==> src/hdl/uart_ctl_pkg.sv <==
// constants, field layouts and types for the serial port control plane
// Function
// - separate enables for receive and transmit DMA requests
// - optional stop of receive DMA requests once a receive error is flagged
// - DMA control bits are written together; a write replaces all three
// - global, transmit and receive enable bits; FIFOs have their own enable bit
// - infrared mode bit selects infrared modulation and demodulation
// - separate low-power bit selects the low-power infrared pulse
// - one FIFO enable for both FIFOs; off means single-character holding
// - transmit threshold of one, two, four, six or seven eighths
// - receive threshold selectable on its own among the same five levels
// - threshold settings read back exactly as written
// - clearing named interrupt sources leaves other sources untouched
// - only unmasked sources drive the combined interrupt line
// - each source has its own mask bit; the mask is written as one whole word
// - sources: address match, overrun, break, parity, framing, timeout, tx, rx, modem lines
// - raw and masked interrupt status both readable
// - on transmit-bit disable the current character finishes on TXD_O, then FIFO is flushed; global disable idles TXD_O at once
package uart_ctl_pkg;

    ////////////////////////////////////////////////////////////////////////
    // register byte offsets
    localparam logic [7:0] OFF_CTRL   = 8'h00;
    localparam logic [7:0] OFF_DMACTL = 8'h04;
    localparam logic [7:0] OFF_LEVEL  = 8'h08;
    localparam logic [7:0] OFF_MASK   = 8'h0c;
    localparam logic [7:0] OFF_RAW    = 8'h10;
    localparam logic [7:0] OFF_MSKD   = 8'h14;
    localparam logic [7:0] OFF_CLEAR  = 8'h18;

    ////////////////////////////////////////////////////////////////////////
    // control register fields
    localparam int CTRL_W         = 6;
    localparam int CTRL_GLOBAL    = 0;
    localparam int CTRL_TX        = 1;
    localparam int CTRL_RX        = 2;
    localparam int CTRL_FIFO      = 3;
    localparam int CTRL_IR        = 4;
    localparam int CTRL_IR_LP     = 5;
    localparam logic [CTRL_W-1:0] CTRL_RESET = 6'h00;

    localparam int DMA_W          = 3;
    localparam int DMA_RX         = 0;
    localparam int DMA_TX         = 1;
    localparam int DMA_STOP       = 2;
    localparam logic [DMA_W-1:0] DMA_RESET = 3'h0;

    localparam int LVL_SEL_W      = 3;
    localparam int LVL_TX_LSB     = 0;
    localparam int LVL_RX_LSB     = 4;

    typedef enum logic [LVL_SEL_W-1:0] {
        LVL_1_8 = 3'b000,
        LVL_2_8 = 3'b001,
        LVL_4_8 = 3'b010,
        LVL_6_8 = 3'b011,
        LVL_7_8 = 3'b100
    } level_sel_t;
    localparam logic [LVL_SEL_W-1:0] LVL_RESET = 3'b010;

    ////////////////////////////////////////////////////////////////////////
    // interrupt source bit positions
    localparam int IRQ_W          = 12;
    localparam int IRQ_RING       = 0;
    localparam int IRQ_CTS        = 1;
    localparam int IRQ_DCD        = 2;
    localparam int IRQ_DSR        = 3;
    localparam int IRQ_RX         = 4;
    localparam int IRQ_TX         = 5;
    localparam int IRQ_TIMEOUT    = 6;
    localparam int IRQ_FRAMING    = 7;
    localparam int IRQ_PARITY     = 8;
    localparam int IRQ_BREAK      = 9;
    localparam int IRQ_OVERRUN    = 10;
    localparam int IRQ_ADDR_MATCH = 11;
    localparam logic [IRQ_W-1:0] IRQ_RX_ERR = 12'h780;

    ////////////////////////////////////////////////////////////////////////
    // timing
    localparam int CLK_MHZ          = 250;
    localparam int TICKS_PER_BIT    = 16;
    localparam int IR_PULSE_TICKS   = 3;
    localparam int IR_LP_PULSE_NS   = 1630;
    localparam int IR_LP_PULSE_CYC  = (IR_LP_PULSE_NS * CLK_MHZ + 999) / 1000;

endpackage

==> src/hdl/uart_ctl_top.sv <==
// serial port control plane: registers, enables, DMA requests, infrared codec, interrupts
`timescale 1ns/1ps
module uart_ctl_top #(
    parameter int DEPTH     = 16,
    parameter int LVL_W     = 5,
    parameter int LP_CYCLES = uart_ctl_pkg::IR_LP_PULSE_CYC
) (
    // clock and reset
    input  wire logic             REF_CLK_I,
    input  wire logic             RST_N_I,
    // APB slave
    input  wire logic             PSEL_I,
    input  wire logic             PENABLE_I,
    input  wire logic             PWRITE_I,
    input  wire logic [7:0]       PADDR_I,
    input  wire logic [31:0]      PWDATA_I,
    output logic [31:0]           PRDATA_O,
    output logic                  PREADY_O,
    output logic                  PSLVERR_O,
    // framer and FIFO status
    input  wire logic [LVL_W-1:0] TX_LEVEL_I,
    input  wire logic [LVL_W-1:0] RX_LEVEL_I,
    input  wire logic             TX_BUSY_I,
    input  wire logic             TX_SERIAL_I,
    input  wire logic             BAUD16_TICK_I,
    // receive event pulses
    input  wire logic             EVT_ADDR_MATCH_I,
    input  wire logic             EVT_OVERRUN_I,
    input  wire logic             EVT_BREAK_I,
    input  wire logic             EVT_PARITY_I,
    input  wire logic             EVT_FRAMING_I,
    input  wire logic             EVT_TIMEOUT_I,
    // pins
    input  wire logic             RXD_I,
    input  wire logic             DSR_N_I,
    input  wire logic             DCD_N_I,
    input  wire logic             CTS_N_I,
    input  wire logic             RI_N_I,
    output logic                  TXD_O,
    // datapath control
    output logic                  TX_ENABLE_O,
    output logic                  RX_ENABLE_O,
    output logic                  FIFO_ENABLE_O,
    output logic                  TX_FLUSH_O,
    output logic                  RX_SERIAL_O,
    // DMA requests
    output logic                  TX_DMA_REQ_O,
    output logic                  RX_DMA_REQ_O,
    // interrupt
    output logic                  IRQ_O
);

    ////////////////////////////////////////////////////////////////////////
    // register state
    logic [uart_ctl_pkg::CTRL_W-1:0]    ctrl;
    logic [uart_ctl_pkg::DMA_W-1:0]     dmactl;
    logic [uart_ctl_pkg::LVL_SEL_W-1:0] tx_sel;
    logic [uart_ctl_pkg::LVL_SEL_W-1:0] rx_sel;
    logic [uart_ctl_pkg::IRQ_W-1:0]     irq_mask;
    logic [uart_ctl_pkg::IRQ_W-1:0]     irq_raw;
    logic [uart_ctl_pkg::IRQ_W-1:0]     irq_masked;
    logic [uart_ctl_pkg::IRQ_W-1:0]     irq_set;
    logic [uart_ctl_pkg::IRQ_W-1:0]     irq_clr;

    logic port_global_enable;
    logic transmitter_enable;
    logic receiver_enable;
    logic fifo_enable;
    logic infrared_mode_enable;
    logic infrared_low_power;
    logic rx_dma_enable;
    logic tx_dma_enable;
    logic rx_dma_stop_on_error;

    assign port_global_enable   = ctrl[uart_ctl_pkg::CTRL_GLOBAL];
    assign transmitter_enable   = ctrl[uart_ctl_pkg::CTRL_TX];
    assign receiver_enable      = ctrl[uart_ctl_pkg::CTRL_RX];
    assign fifo_enable          = ctrl[uart_ctl_pkg::CTRL_FIFO];
    assign infrared_mode_enable = ctrl[uart_ctl_pkg::CTRL_IR];
    assign infrared_low_power   = ctrl[uart_ctl_pkg::CTRL_IR_LP];
    assign rx_dma_enable        = dmactl[uart_ctl_pkg::DMA_RX];
    assign tx_dma_enable        = dmactl[uart_ctl_pkg::DMA_TX];
    assign rx_dma_stop_on_error = dmactl[uart_ctl_pkg::DMA_STOP];

    ////////////////////////////////////////////////////////////////////////
    // APB decode
    logic setup_ph;
    logic wr_en;
    logic addr_ok;

    assign setup_ph  = PSEL_I & ~PENABLE_I;
    assign wr_en     = PSEL_I & PENABLE_I & PWRITE_I;
    assign PREADY_O  = 1'b1;
    assign PSLVERR_O = PSEL_I & PENABLE_I & ~addr_ok;

    always_comb begin
        if (PADDR_I == uart_ctl_pkg::OFF_CTRL) begin
            addr_ok = 1'b1;
        end else if (PADDR_I == uart_ctl_pkg::OFF_DMACTL) begin
            addr_ok = 1'b1;
        end else if (PADDR_I == uart_ctl_pkg::OFF_LEVEL) begin
            addr_ok = 1'b1;
        end else if (PADDR_I == uart_ctl_pkg::OFF_MASK) begin
            addr_ok = 1'b1;
        end else if (PADDR_I == uart_ctl_pkg::OFF_RAW || PADDR_I == uart_ctl_pkg::OFF_MSKD) begin
            addr_ok = ~PWRITE_I;
        end else if (PADDR_I == uart_ctl_pkg::OFF_CLEAR) begin
            addr_ok = PWRITE_I;
        end else begin
            addr_ok = 1'b0;
        end
    end

    // whole-word writes; each bit keeps the value software wrote
    always_ff @(posedge REF_CLK_I or negedge RST_N_I) begin
        if (!RST_N_I) begin
            ctrl     <= uart_ctl_pkg::CTRL_RESET;
            dmactl   <= uart_ctl_pkg::DMA_RESET;
            tx_sel   <= uart_ctl_pkg::LVL_RESET;
            rx_sel   <= uart_ctl_pkg::LVL_RESET;
            irq_mask <= '0;
        end else if (wr_en) begin
            if (PADDR_I == uart_ctl_pkg::OFF_CTRL) begin
                ctrl <= PWDATA_I[uart_ctl_pkg::CTRL_W-1:0];
            end else if (PADDR_I == uart_ctl_pkg::OFF_DMACTL) begin
                dmactl <= PWDATA_I[uart_ctl_pkg::DMA_W-1:0];
            end else if (PADDR_I == uart_ctl_pkg::OFF_LEVEL) begin
                tx_sel <= PWDATA_I[uart_ctl_pkg::LVL_TX_LSB +: uart_ctl_pkg::LVL_SEL_W];
                rx_sel <= PWDATA_I[uart_ctl_pkg::LVL_RX_LSB +: uart_ctl_pkg::LVL_SEL_W];
            end else if (PADDR_I == uart_ctl_pkg::OFF_MASK) begin
                irq_mask <= PWDATA_I[uart_ctl_pkg::IRQ_W-1:0];
            end
        end
    end

    assign irq_clr = (wr_en && PADDR_I == uart_ctl_pkg::OFF_CLEAR) ?
                     PWDATA_I[uart_ctl_pkg::IRQ_W-1:0] : '0;

    // read data latched in the setup cycle, valid through the access cycle
    always_ff @(posedge REF_CLK_I or negedge RST_N_I) begin
        if (!RST_N_I) begin
            PRDATA_O <= '0;
        end else if (setup_ph) begin
            PRDATA_O <= '0;
            if (PWRITE_I) begin
                PRDATA_O <= '0;
            end else if (PADDR_I == uart_ctl_pkg::OFF_CTRL) begin
                PRDATA_O[uart_ctl_pkg::CTRL_W-1:0] <= ctrl;
            end else if (PADDR_I == uart_ctl_pkg::OFF_DMACTL) begin
                PRDATA_O[uart_ctl_pkg::DMA_W-1:0] <= dmactl;
            end else if (PADDR_I == uart_ctl_pkg::OFF_LEVEL) begin
                PRDATA_O[uart_ctl_pkg::LVL_TX_LSB +: uart_ctl_pkg::LVL_SEL_W] <= tx_sel;
                PRDATA_O[uart_ctl_pkg::LVL_RX_LSB +: uart_ctl_pkg::LVL_SEL_W] <= rx_sel;
            end else if (PADDR_I == uart_ctl_pkg::OFF_MASK) begin
                PRDATA_O[uart_ctl_pkg::IRQ_W-1:0] <= irq_mask;
            end else if (PADDR_I == uart_ctl_pkg::OFF_RAW) begin
                PRDATA_O[uart_ctl_pkg::IRQ_W-1:0] <= irq_raw;
            end else if (PADDR_I == uart_ctl_pkg::OFF_MSKD) begin
                PRDATA_O[uart_ctl_pkg::IRQ_W-1:0] <= irq_masked;
            end
        end
    end

    ////////////////////////////////////////////////////////////////////////
    // pin synchronisers
    logic [4:0] pin_meta;
    logic [4:0] pin_sync;
    logic [4:0] pin_prev;

    always_ff @(posedge REF_CLK_I or negedge RST_N_I) begin
        if (!RST_N_I) begin
            pin_meta <= 5'h1f;
            pin_sync <= 5'h1f;
            pin_prev <= 5'h1f;
        end else begin
            pin_meta <= {RXD_I, DSR_N_I, DCD_N_I, CTS_N_I, RI_N_I};
            pin_sync <= pin_meta;
            pin_prev <= pin_sync;
        end
    end

    ////////////////////////////////////////////////////////////////////////
    // transmit enable with finish-then-flush on disable
    logic tx_req;
    logic tx_run;

    assign tx_req = port_global_enable & transmitter_enable;

    always_ff @(posedge REF_CLK_I or negedge RST_N_I) begin
        if (!RST_N_I) begin
            tx_run     <= 1'b0;
            TX_FLUSH_O <= 1'b0;
        end else begin
            tx_run     <= tx_req | (tx_run & TX_BUSY_I);
            TX_FLUSH_O <= tx_run & ~tx_req & ~TX_BUSY_I;
        end
    end

    assign TX_ENABLE_O   = tx_run;
    assign RX_ENABLE_O   = port_global_enable & receiver_enable;
    assign FIFO_ENABLE_O = fifo_enable;

    ////////////////////////////////////////////////////////////////////////
    // DMA requests
    logic tx_space;
    logic rx_data;
    logic rx_err_hold;

    assign tx_space    = fifo_enable ? (TX_LEVEL_I < LVL_W'(DEPTH)) : (TX_LEVEL_I == '0);
    assign rx_data     = (RX_LEVEL_I != '0);
    assign rx_err_hold = rx_dma_stop_on_error & |(irq_raw & uart_ctl_pkg::IRQ_RX_ERR);
    assign TX_DMA_REQ_O = tx_dma_enable & tx_run & tx_space;
    assign RX_DMA_REQ_O = rx_dma_enable & RX_ENABLE_O & rx_data & ~rx_err_hold;

    ////////////////////////////////////////////////////////////////////////
    // infrared transmit modulation
    logic [3:0]  tx_phase;
    logic        tx_bit_q;
    logic [15:0] lp_cnt;
    logic        ir_pulse;

    always_ff @(posedge REF_CLK_I or negedge RST_N_I) begin
        if (!RST_N_I) begin
            tx_phase <= '0;
            tx_bit_q <= 1'b1;
        end else begin
            tx_bit_q <= TX_SERIAL_I;
            if (TX_SERIAL_I != tx_bit_q) begin
                tx_phase <= '0;
            end else if (BAUD16_TICK_I) begin
                tx_phase <= tx_phase + 4'h1;
            end
        end
    end

    // low-power pulse has a fixed width independent of the baud rate
    always_ff @(posedge REF_CLK_I or negedge RST_N_I) begin
        if (!RST_N_I) begin
            lp_cnt <= '0;
        end else if (!TX_SERIAL_I && tx_phase == '0 && BAUD16_TICK_I && lp_cnt == '0) begin
            lp_cnt <= 16'(LP_CYCLES);
        end else if (lp_cnt != '0) begin
            lp_cnt <= lp_cnt - 16'h1;
        end
    end

    always_comb begin
        if (TX_SERIAL_I) begin
            ir_pulse = 1'b0;
        end else if (infrared_low_power) begin
            ir_pulse = (lp_cnt != '0);
        end else begin
            ir_pulse = (tx_phase < 4'(uart_ctl_pkg::IR_PULSE_TICKS));
        end
    end

    always_ff @(posedge REF_CLK_I or negedge RST_N_I) begin
        if (!RST_N_I) begin
            TXD_O <= 1'b1;
        end else if (!port_global_enable) begin
            TXD_O <= ~infrared_mode_enable;
        end else if (infrared_mode_enable) begin
            TXD_O <= ir_pulse & tx_run;
        end else begin
            TXD_O <= TX_SERIAL_I | ~tx_run;
        end
    end

    ////////////////////////////////////////////////////////////////////////
    // infrared receive demodulation: a low pulse stretches into one zero bit
    logic [4:0] rx_stretch;

    always_ff @(posedge REF_CLK_I or negedge RST_N_I) begin
        if (!RST_N_I) begin
            rx_stretch <= '0;
        end else if (pin_prev[4] && !pin_sync[4]) begin
            rx_stretch <= 5'(uart_ctl_pkg::TICKS_PER_BIT);
        end else if (BAUD16_TICK_I && rx_stretch != '0) begin
            rx_stretch <= rx_stretch - 5'h1;
        end
    end

    always_ff @(posedge REF_CLK_I or negedge RST_N_I) begin
        if (!RST_N_I) begin
            RX_SERIAL_O <= 1'b1;
        end else if (infrared_mode_enable) begin
            RX_SERIAL_O <= (rx_stretch == '0);
        end else begin
            RX_SERIAL_O <= pin_sync[4];
        end
    end

    ////////////////////////////////////////////////////////////////////////
    // interrupt sources
    logic tx_cross;
    logic rx_cross;

    uart_fifo_threshold #(
        .DEPTH   (DEPTH),
        .LVL_W   (LVL_W),
        .TX_SIDE (1'b1)
    ) u_tx_thr (
        .clk_i     (REF_CLK_I),
        .rst_n_i   (RST_N_I),
        .fifo_en_i (fifo_enable),
        .sel_i     (tx_sel),
        .level_i   (TX_LEVEL_I),
        .crossed_o (tx_cross)
    );

    uart_fifo_threshold #(
        .DEPTH   (DEPTH),
        .LVL_W   (LVL_W),
        .TX_SIDE (1'b0)
    ) u_rx_thr (
        .clk_i     (REF_CLK_I),
        .rst_n_i   (RST_N_I),
        .fifo_en_i (fifo_enable),
        .sel_i     (rx_sel),
        .level_i   (RX_LEVEL_I),
        .crossed_o (rx_cross)
    );

    always_comb begin
        irq_set = '0;
        irq_set[uart_ctl_pkg::IRQ_RING]       = pin_sync[0] ^ pin_prev[0];
        irq_set[uart_ctl_pkg::IRQ_CTS]        = pin_sync[1] ^ pin_prev[1];
        irq_set[uart_ctl_pkg::IRQ_DCD]        = pin_sync[2] ^ pin_prev[2];
        irq_set[uart_ctl_pkg::IRQ_DSR]        = pin_sync[3] ^ pin_prev[3];
        irq_set[uart_ctl_pkg::IRQ_RX]         = rx_cross;
        irq_set[uart_ctl_pkg::IRQ_TX]         = tx_cross;
        irq_set[uart_ctl_pkg::IRQ_TIMEOUT]    = EVT_TIMEOUT_I;
        irq_set[uart_ctl_pkg::IRQ_FRAMING]    = EVT_FRAMING_I;
        irq_set[uart_ctl_pkg::IRQ_PARITY]     = EVT_PARITY_I;
        irq_set[uart_ctl_pkg::IRQ_BREAK]      = EVT_BREAK_I;
        irq_set[uart_ctl_pkg::IRQ_OVERRUN]    = EVT_OVERRUN_I;
        irq_set[uart_ctl_pkg::IRQ_ADDR_MATCH] = EVT_ADDR_MATCH_I;
    end

    uart_irq_status #(
        .W (uart_ctl_pkg::IRQ_W)
    ) u_irq (
        .clk_i    (REF_CLK_I),
        .rst_n_i  (RST_N_I),
        .set_i    (irq_set),
        .clr_i    (irq_clr),
        .mask_i   (irq_mask),
        .raw_o    (irq_raw),
        .masked_o (irq_masked),
        .irq_o    (IRQ_O)
    );

endmodule

==> src/hdl/uart_fifo_threshold.sv <==
// FIFO fill threshold crossing detector
`timescale 1ns/1ps
module uart_fifo_threshold #(
    parameter int DEPTH   = 16,
    parameter int LVL_W   = 5,
    parameter bit TX_SIDE = 1'b0
) (
    // clock and reset
    input  wire logic                               clk_i,
    input  wire logic                               rst_n_i,
    // setting
    input  wire logic                               fifo_en_i,
    input  wire logic [uart_ctl_pkg::LVL_SEL_W-1:0] sel_i,
    // fill level
    input  wire logic [LVL_W-1:0]                   level_i,
    // crossing pulse
    output logic                                    crossed_o
);

    logic [LVL_W-1:0] thr;
    logic             cond;
    logic             cond_q;

    always_comb begin
        case (sel_i)
            uart_ctl_pkg::LVL_1_8: thr = LVL_W'(DEPTH * 1 / 8);
            uart_ctl_pkg::LVL_2_8: thr = LVL_W'(DEPTH * 2 / 8);
            uart_ctl_pkg::LVL_4_8: thr = LVL_W'(DEPTH * 4 / 8);
            uart_ctl_pkg::LVL_6_8: thr = LVL_W'(DEPTH * 6 / 8);
            default:               thr = LVL_W'(DEPTH * 7 / 8);
        endcase
    end

    // holding register mode: empty for transmit, one char for receive
    always_comb begin
        if (!fifo_en_i) begin
            cond = TX_SIDE ? (level_i == '0) : (level_i != '0);
        end else if (TX_SIDE) begin
            cond = (level_i <= thr);
        end else begin
            cond = (level_i >= thr) && (level_i != '0);
        end
    end

    always_ff @(posedge clk_i or negedge rst_n_i) begin
        if (!rst_n_i) begin
            cond_q    <= 1'b1;
            crossed_o <= 1'b0;
        end else begin
            cond_q    <= cond;
            crossed_o <= cond & ~cond_q;
        end
    end

endmodule

==> src/hdl/uart_irq_status.sv <==
// sticky interrupt status with mask and clear
`timescale 1ns/1ps
module uart_irq_status #(
    parameter int W = 12
) (
    // clock and reset
    input  wire logic         clk_i,
    input  wire logic         rst_n_i,
    // events and software control
    input  wire logic [W-1:0] set_i,
    input  wire logic [W-1:0] clr_i,
    input  wire logic [W-1:0] mask_i,
    // status
    output logic [W-1:0]      raw_o,
    output logic [W-1:0]      masked_o,
    output logic              irq_o
);

    // set wins over a clear in the same cycle
    always_ff @(posedge clk_i or negedge rst_n_i) begin
        if (!rst_n_i) begin
            raw_o <= '0;
        end else begin
            raw_o <= (raw_o & ~clr_i) | set_i;
        end
    end

    assign masked_o = raw_o & mask_i;
    assign irq_o    = |masked_o;

endmodule

==> config.mk <==
export PLATFORM = sky130hd
export DESIGN_NAME = uart_ctl_top
export DESIGN_NICKNAME = d
export VERILOG_FILES = /design/src/hdl/uart_ctl_pkg.sv /design/src/hdl/uart_ctl_top.sv /design/src/hdl/uart_fifo_threshold.sv /design/src/hdl/uart_irq_status.sv
export SDC_FILE = /design/constraint.sdc
export NUM_CORES = 1
export LEC_CHECK = 0
export BUFFER_PORTS_ARGS = -buffer_cell sky130_fd_sc_hd__buf_2
export CORE_UTILIZATION = 30
export CTS_CLUSTER_SIZE = 20
export DETAILED_ROUTE_END_ITERATION = 16
export GPL_ROUTABILITY_DRIVEN = 1
export PLACE_DENSITY_LB_ADDON = 0.25
export SLEW_MARGIN = 10
export SYNTH_ARGS = -nofsm -noshare
export SYNTH_HDL_FRONTEND = slang
export SYNTH_SLANG_ARGS = --single-unit
==> constraint.sdc <==
create_clock -name REF_CLK_I -period 2.1 [get_ports REF_CLK_I]
set_input_delay 0.315 -clock REF_CLK_I [delete_from_list [all_inputs] [get_ports REF_CLK_I]]
set_output_delay 0.315 -clock REF_CLK_I [all_outputs]
set_load 0.01 [all_outputs]
## Word-level counts from Yosys, hierarchy flattened

Cells that the tools add are included.

| storage, ports and cells | value |
|---|---|
| register bits | 100 |
| output and inout port bits | 43 |
| logic and storage cells | 147 |

| operators by class | value |
|---|---|
| $add $sub $neg | 3 |
| order comparisons | 4 |
| eq/ne operators | 13 |
| muxes and demuxes | 35 |
| bitwise logic cells | 41 |
| reduce and logical (&&, ||, !) cells | 29 |

Operator list:

| operator | number |
|---|---|
| $mux W12 | 5 |
| $mux W16 | 2 |
| $pmux W4 S4 | 2 |
| $and A12 B12 Y12 | 2 |
| $eq A8 B5 Y1 const B | 3 |
| $and A1 B1 Y1 | 18 |
| $eq A8 B4 Y1 const B | 2 |
| $logic_not A16 Y1 | 1 |
| $reduce_bool A16 Y1 | 1 |
| $sub A16 B1 Y16 const B | 1 |
| $mux W1 | 15 |
| $mux W5 | 3 |
| $not A1 Y1 | 13 |
| $eq A3 B2 Y1 const B | 4 |
| $mux W6 | 2 |
| $not A12 Y12 | 1 |
| $or A12 B12 Y12 | 1 |
| $reduce_or A12 Y1 | 1 |
| $logic_not A5 Y1 | 2 |
| $reduce_bool A5 Y1 | 2 |
| $mux W3 | 3 |
| $mux W9 | 1 |
| $eq A8 B3 Y1 const B | 1 |
| $logic_not A8 Y1 | 1 |
| other kinds (22) | 38 |

## Longest topological paths before layout

| logic depth | value |
|---|---|
| depth in word-level cells | 9 |
| mapped depth | 7 |
| depth with buffers taken out | 7 |

## By module

From an unflattened synthesis, not the netlist that was laid out.

| unflattened totals | value |
|---|---|
| cells, all modules | 493 |
| area, all modules | 5,248.8 µm² |

Modules (own cells, without submodules):

| module | times used | cells an instance | area each (µm²) |
|---|---|---|---|
| uart_ctl_top | 1 | 405 | 4,337.9 |
| uart_irq_status | 1 | 53 | 559.3 |
| uart_fifo_threshold (u_tx_thr) | 1 | 18 | 188.9 |
| uart_fifo_threshold (u_rx_thr) | 1 | 17 | 162.7 |

## Worst setup path after synthesis

Ideal clock, no wire load.

| timing | value |
|---|---|
| kind | register -> register |
| start point | reg lp_cnt[6] |
| end point | reg lp_cnt[12] |
| setup time | 0.124 ns |
| arrival | 2.031 ns |
| data required time | 1.976 ns |
| slack | -0.055 ns |
| stages on the path, launching flop included | 6 |
| buffers on the path | 0 |
| period minus slack after synthesis | 2.155 ns |
| path through | dfrtp_1 > or4_4 > or3_1 > or3_1 > or3_1 > xnor2_1 |

| on the way | value |
|---|---|
| longest elaborated chain between the ends | 3 |
| elaborated cells on any way between the ends | 7 |
| classes of those cells | 1 x add/sub; 2 x mux; 4 x reduce/logical |

RTL lines:

| item | RTL line | source |
|---|---|---|
| start, declared | uart_ctl_top.sv:219 | `logic [15:0] lp_cnt;` |
| start signal, assigned | uart_ctl_top.sv:241 | `lp_cnt <= 16'(LP_CYCLES);` |
| start signal, assigned | uart_ctl_top.sv:243 | `lp_cnt <= lp_cnt - 16'h1;` |
| $sub A16 B1 Y16 / $logic_not A16 Y1 (equally long branches) | uart_ctl_top.sv:243, uart_ctl_top.sv:240 |  |
| $mux W16 / $logic_and A1 B1 Y1 (equally long branches) | uart_ctl_top.sv:242, uart_ctl_top.sv:240 |  |
| $mux W16 / $reduce_bool A2 Y1 (equally long branches) | - |  |

Parallel ways exist; a longest one is shown, timed or not. The select of a mux whose other input is x is not followed.
A chain may end at the register's enable or synchronous reset.

## Final worst setup path

Same ends and word-level chain as after synthesis.

==> impl_metrics.yaml <==
clock_tree:
  htree_levels: 3
  clock_sinks: 100
  clkTransAtPathRegs_ns: 0.07
  cts_tree: "done"
  cts_inserted_buffers: 9
  clock_path_buffers: 2
  clk_root_buffer_cell: "clkbuf_16"
  clk_latency_ns: 0.35
floorplanning:
  die_w_um: 128
  initial_core_util_pct: 31.1
  pin_count: 112
  fp-row-count: 45
  dieArea_um2: 16500
  core-area_um2: 15400
  die_h_um: 128
grt:
  antenna_found_initial: 0
  overflow: 0
  grt_max_degree: 38
  grt_use_total_pct: 14.7
  grt_pass1_vias: 3602
  grt_pass1_wl_um: 18700
layout:
  design_area_um2: 5950
  drive_above_1_share_pct: 31.8
  antenna_cells: 0
  nets: 628
  area_growth_syn_to_layout_pct: 24.1
  n_fill_cell: 1549
setup_path:
  critical_path_arrival_ns: 2.42
  crit_chain: "or4_4, or3_1, or3_1, or3_1, xnor2_1"
  start_kind: "flop"
  end_kind: "flop"
  critPathSlowestCell: "or4_4"
  worstSetupPathType: "reg -> reg"
  critPathTopFamily: "simple AND/OR/NAND/NOR gates"
  cp_num_buf_inv: 0
  critical_path_required_ns: 2.34
  cp_max_fo: 2
  critPathMaxStageDelay_ns: 0.54
  path_common_cell: "or3_1"
sta:
  final_max_slew_viol_count: 0
  min_period_over_period_pct: 104
  fin_skew_ns: 0.0103
  rsz0062_at_grt: "true"
  fin_ws_ns: -0.0812
  setup_viol: 2
  period_minus_slack_ns: 2.18
  hold_viol_final: 0
  fmax_mhz: 458
synthesis:
  synth_area_leader_cell: "dfrtp_1"
  synth-async-reset-ratio_pct: 100
  yosysMostFrequentCell: "dfrtp_1"
  synth_seq_area_share_pct: 52.7
  ys_warn_count: 0
  synth_flop_cell: "dfrtp_1"
  ys_top_cells_by_count: "dfrtp_1, nand2_1, nor2_1"
  synth_seq_cells: 100
  synth-edff-count: 0
  synth_area_leaders: "dfrtp_1, dfstp_2, mux2_2"
  avgSynthCellArea_um2: 10.8
  synth_cell_type_count: 51
  syn_area_um2: 4800
  synth_top_area_share_pct: 40.7
  syn-instance-count: 446
outcome:
  violations: "setup timing"
  outcome: "complete, but fails checks"
detailed_routing:
  vias: 3644
  dr.pass1.iters: 4
  detail_route.wl_per_cell_um: 14.8
  drtAntennaViolNets: 0
  drc: 0
  drtIter0Drc: 214
  vias_per_cell: 4.78
  routed_wl_um: 11300
placement:
  port_buffers: 70
  post_dp_cell_area_um2: 5530
  dp_hpwl_um: 8600
  gp_congestion: 0.881
min_path:
  hold_class: "in -> reg"
pwr:
  p_total_uw: 5290
  power_density_nw_per_um2: 889
  p_leak_uw: 0.00272
  irDropWorstVdd_mv: 0.328
run:
  cap_violations: 0
-- state kept, by name, indices dropped and copies added (netlist names), 4 cells and up --
register,cells
PRDATA_O,12
ctrl,6
irq_mask,12
lp_cnt,16
pin_meta,5
pin_prev,5
pin_sync,5
rx_stretch,5
tx_phase,4
u_irq.raw_o,12
-- cell type report --
class	instances	area, um2	share of cell area, %
flip-flops and latches	100	2530	42.5
multi-input cells	317	2130	35.8
repair buffers	102	621	10.4
well taps	211	264	4.43
clock buffers	11	243	4.08
clock inverters	4	98.8	1.66
inverters	17	63.8	1.07
-- logic make-up after synthesis --
family / after synthesis / synth area share, %
flops: 100 / 52.7
simple gates: 146 / 15.5
other cells: 2 / 0.157
fa+ha+maj: 12 / 3.13
buf+inv: 48 / 5.40
mux: 30 / 6.99
xor+xnor: 21 / 3.83
compound gates: 87 / 12.3
-- report_power, final --
part	leakage (uW)	switching, uW	internal (uW)	total, uW
clock network	0.000166	711	1190	1900
registers	0.00122	234	2170	2400
logic	0.00133	516	470	987
total	0.00272	1460	3830	5290
-- final timing paths --
check                      cells past startpoint  slack, ns        start            endpoint
hold / removal                                 1       0.05        RXD_I         pin_meta[4]
max in group asynchronous                      3       1.01      RST_N_I            tx_bit_q
setup / recovery                               5      -0.08    lp_cnt[6]          lp_cnt[12]
min in group asynchronous                      2       0.47      RST_N_I  u_tx_thr.crossed_o
setup reg to reg                               5      -0.08    lp_cnt[6]          lp_cnt[12]
hold reg to reg                                0       0.36  pin_meta[4]         pin_sync[4]
-- per-stage QoR --
stage,setup slack [ns],setup TNS (ns),utilization [%],hold WS [ns],std cells
after floorplan,-0.0553,-0.0553,-,0.0194,465
after global placement,-0.0576,-0.0965,35.9,0.288,744
after detailed placement,-0.125,-0.191,35.9,0.303,744
after CTS,-0.0864,-0.152,38.3,0.0444,760
after global routing,-0.192,-0.359,38.6,0.0436,762
final,-0.0812,-0.143,38.6,0.0542,762
-- layer usage --
metal / global-route usage [%] / wire length, um / vias to the layer above
li1: - / - / 1745
met1: 19.5 / 5280 / 1794
met2: 23.4 / 5260 / 88
met3: 3.04 / 509 / 17
met4: 6.16 / 241 / 0
met5: 0 / 0 / -
-- worst reg2reg max path: stages, from the launching register on --
cell and delay, ns:
dfrtp_1 0.37, or4_4 0.54, or3_1 0.33, or3_1 0.33, or3_1 0.37, xnor2_1 0.13
-- repair_timing --
action | 4_1_cts | 5_1_grt
endpoints found under the setup margin | 5 | 10
buffers inserted | 0 | 2
hold buffers | 1 | 0
hold endpoints to repair | 15 | 0
gates resized for setup | 3 | 5
pin swaps | 1 | 1
-- placed cells by master (no fill, tap or decap), types with 11 or more instances in the layout --
cell type | netlist | layout
nor2_1 | 32 | 32
buf_2 | 0 | 69
ha_1 | 12 | 12
nand2_1 | 45 | 45
conb_1 | 2 | 21
nand2b_1 | 11 | 11
buf_4 | 21 | 30
inv_1 | 17 | 17
xnor2_1 | 12 | 12
dfstp_2 | 22 | 22
dfrtp_1 | 78 | 78
mux2_2 | 28 | 28
o21ai_0 | 29 | 29
Note: power is estimated with default switching activity, not from simulation.
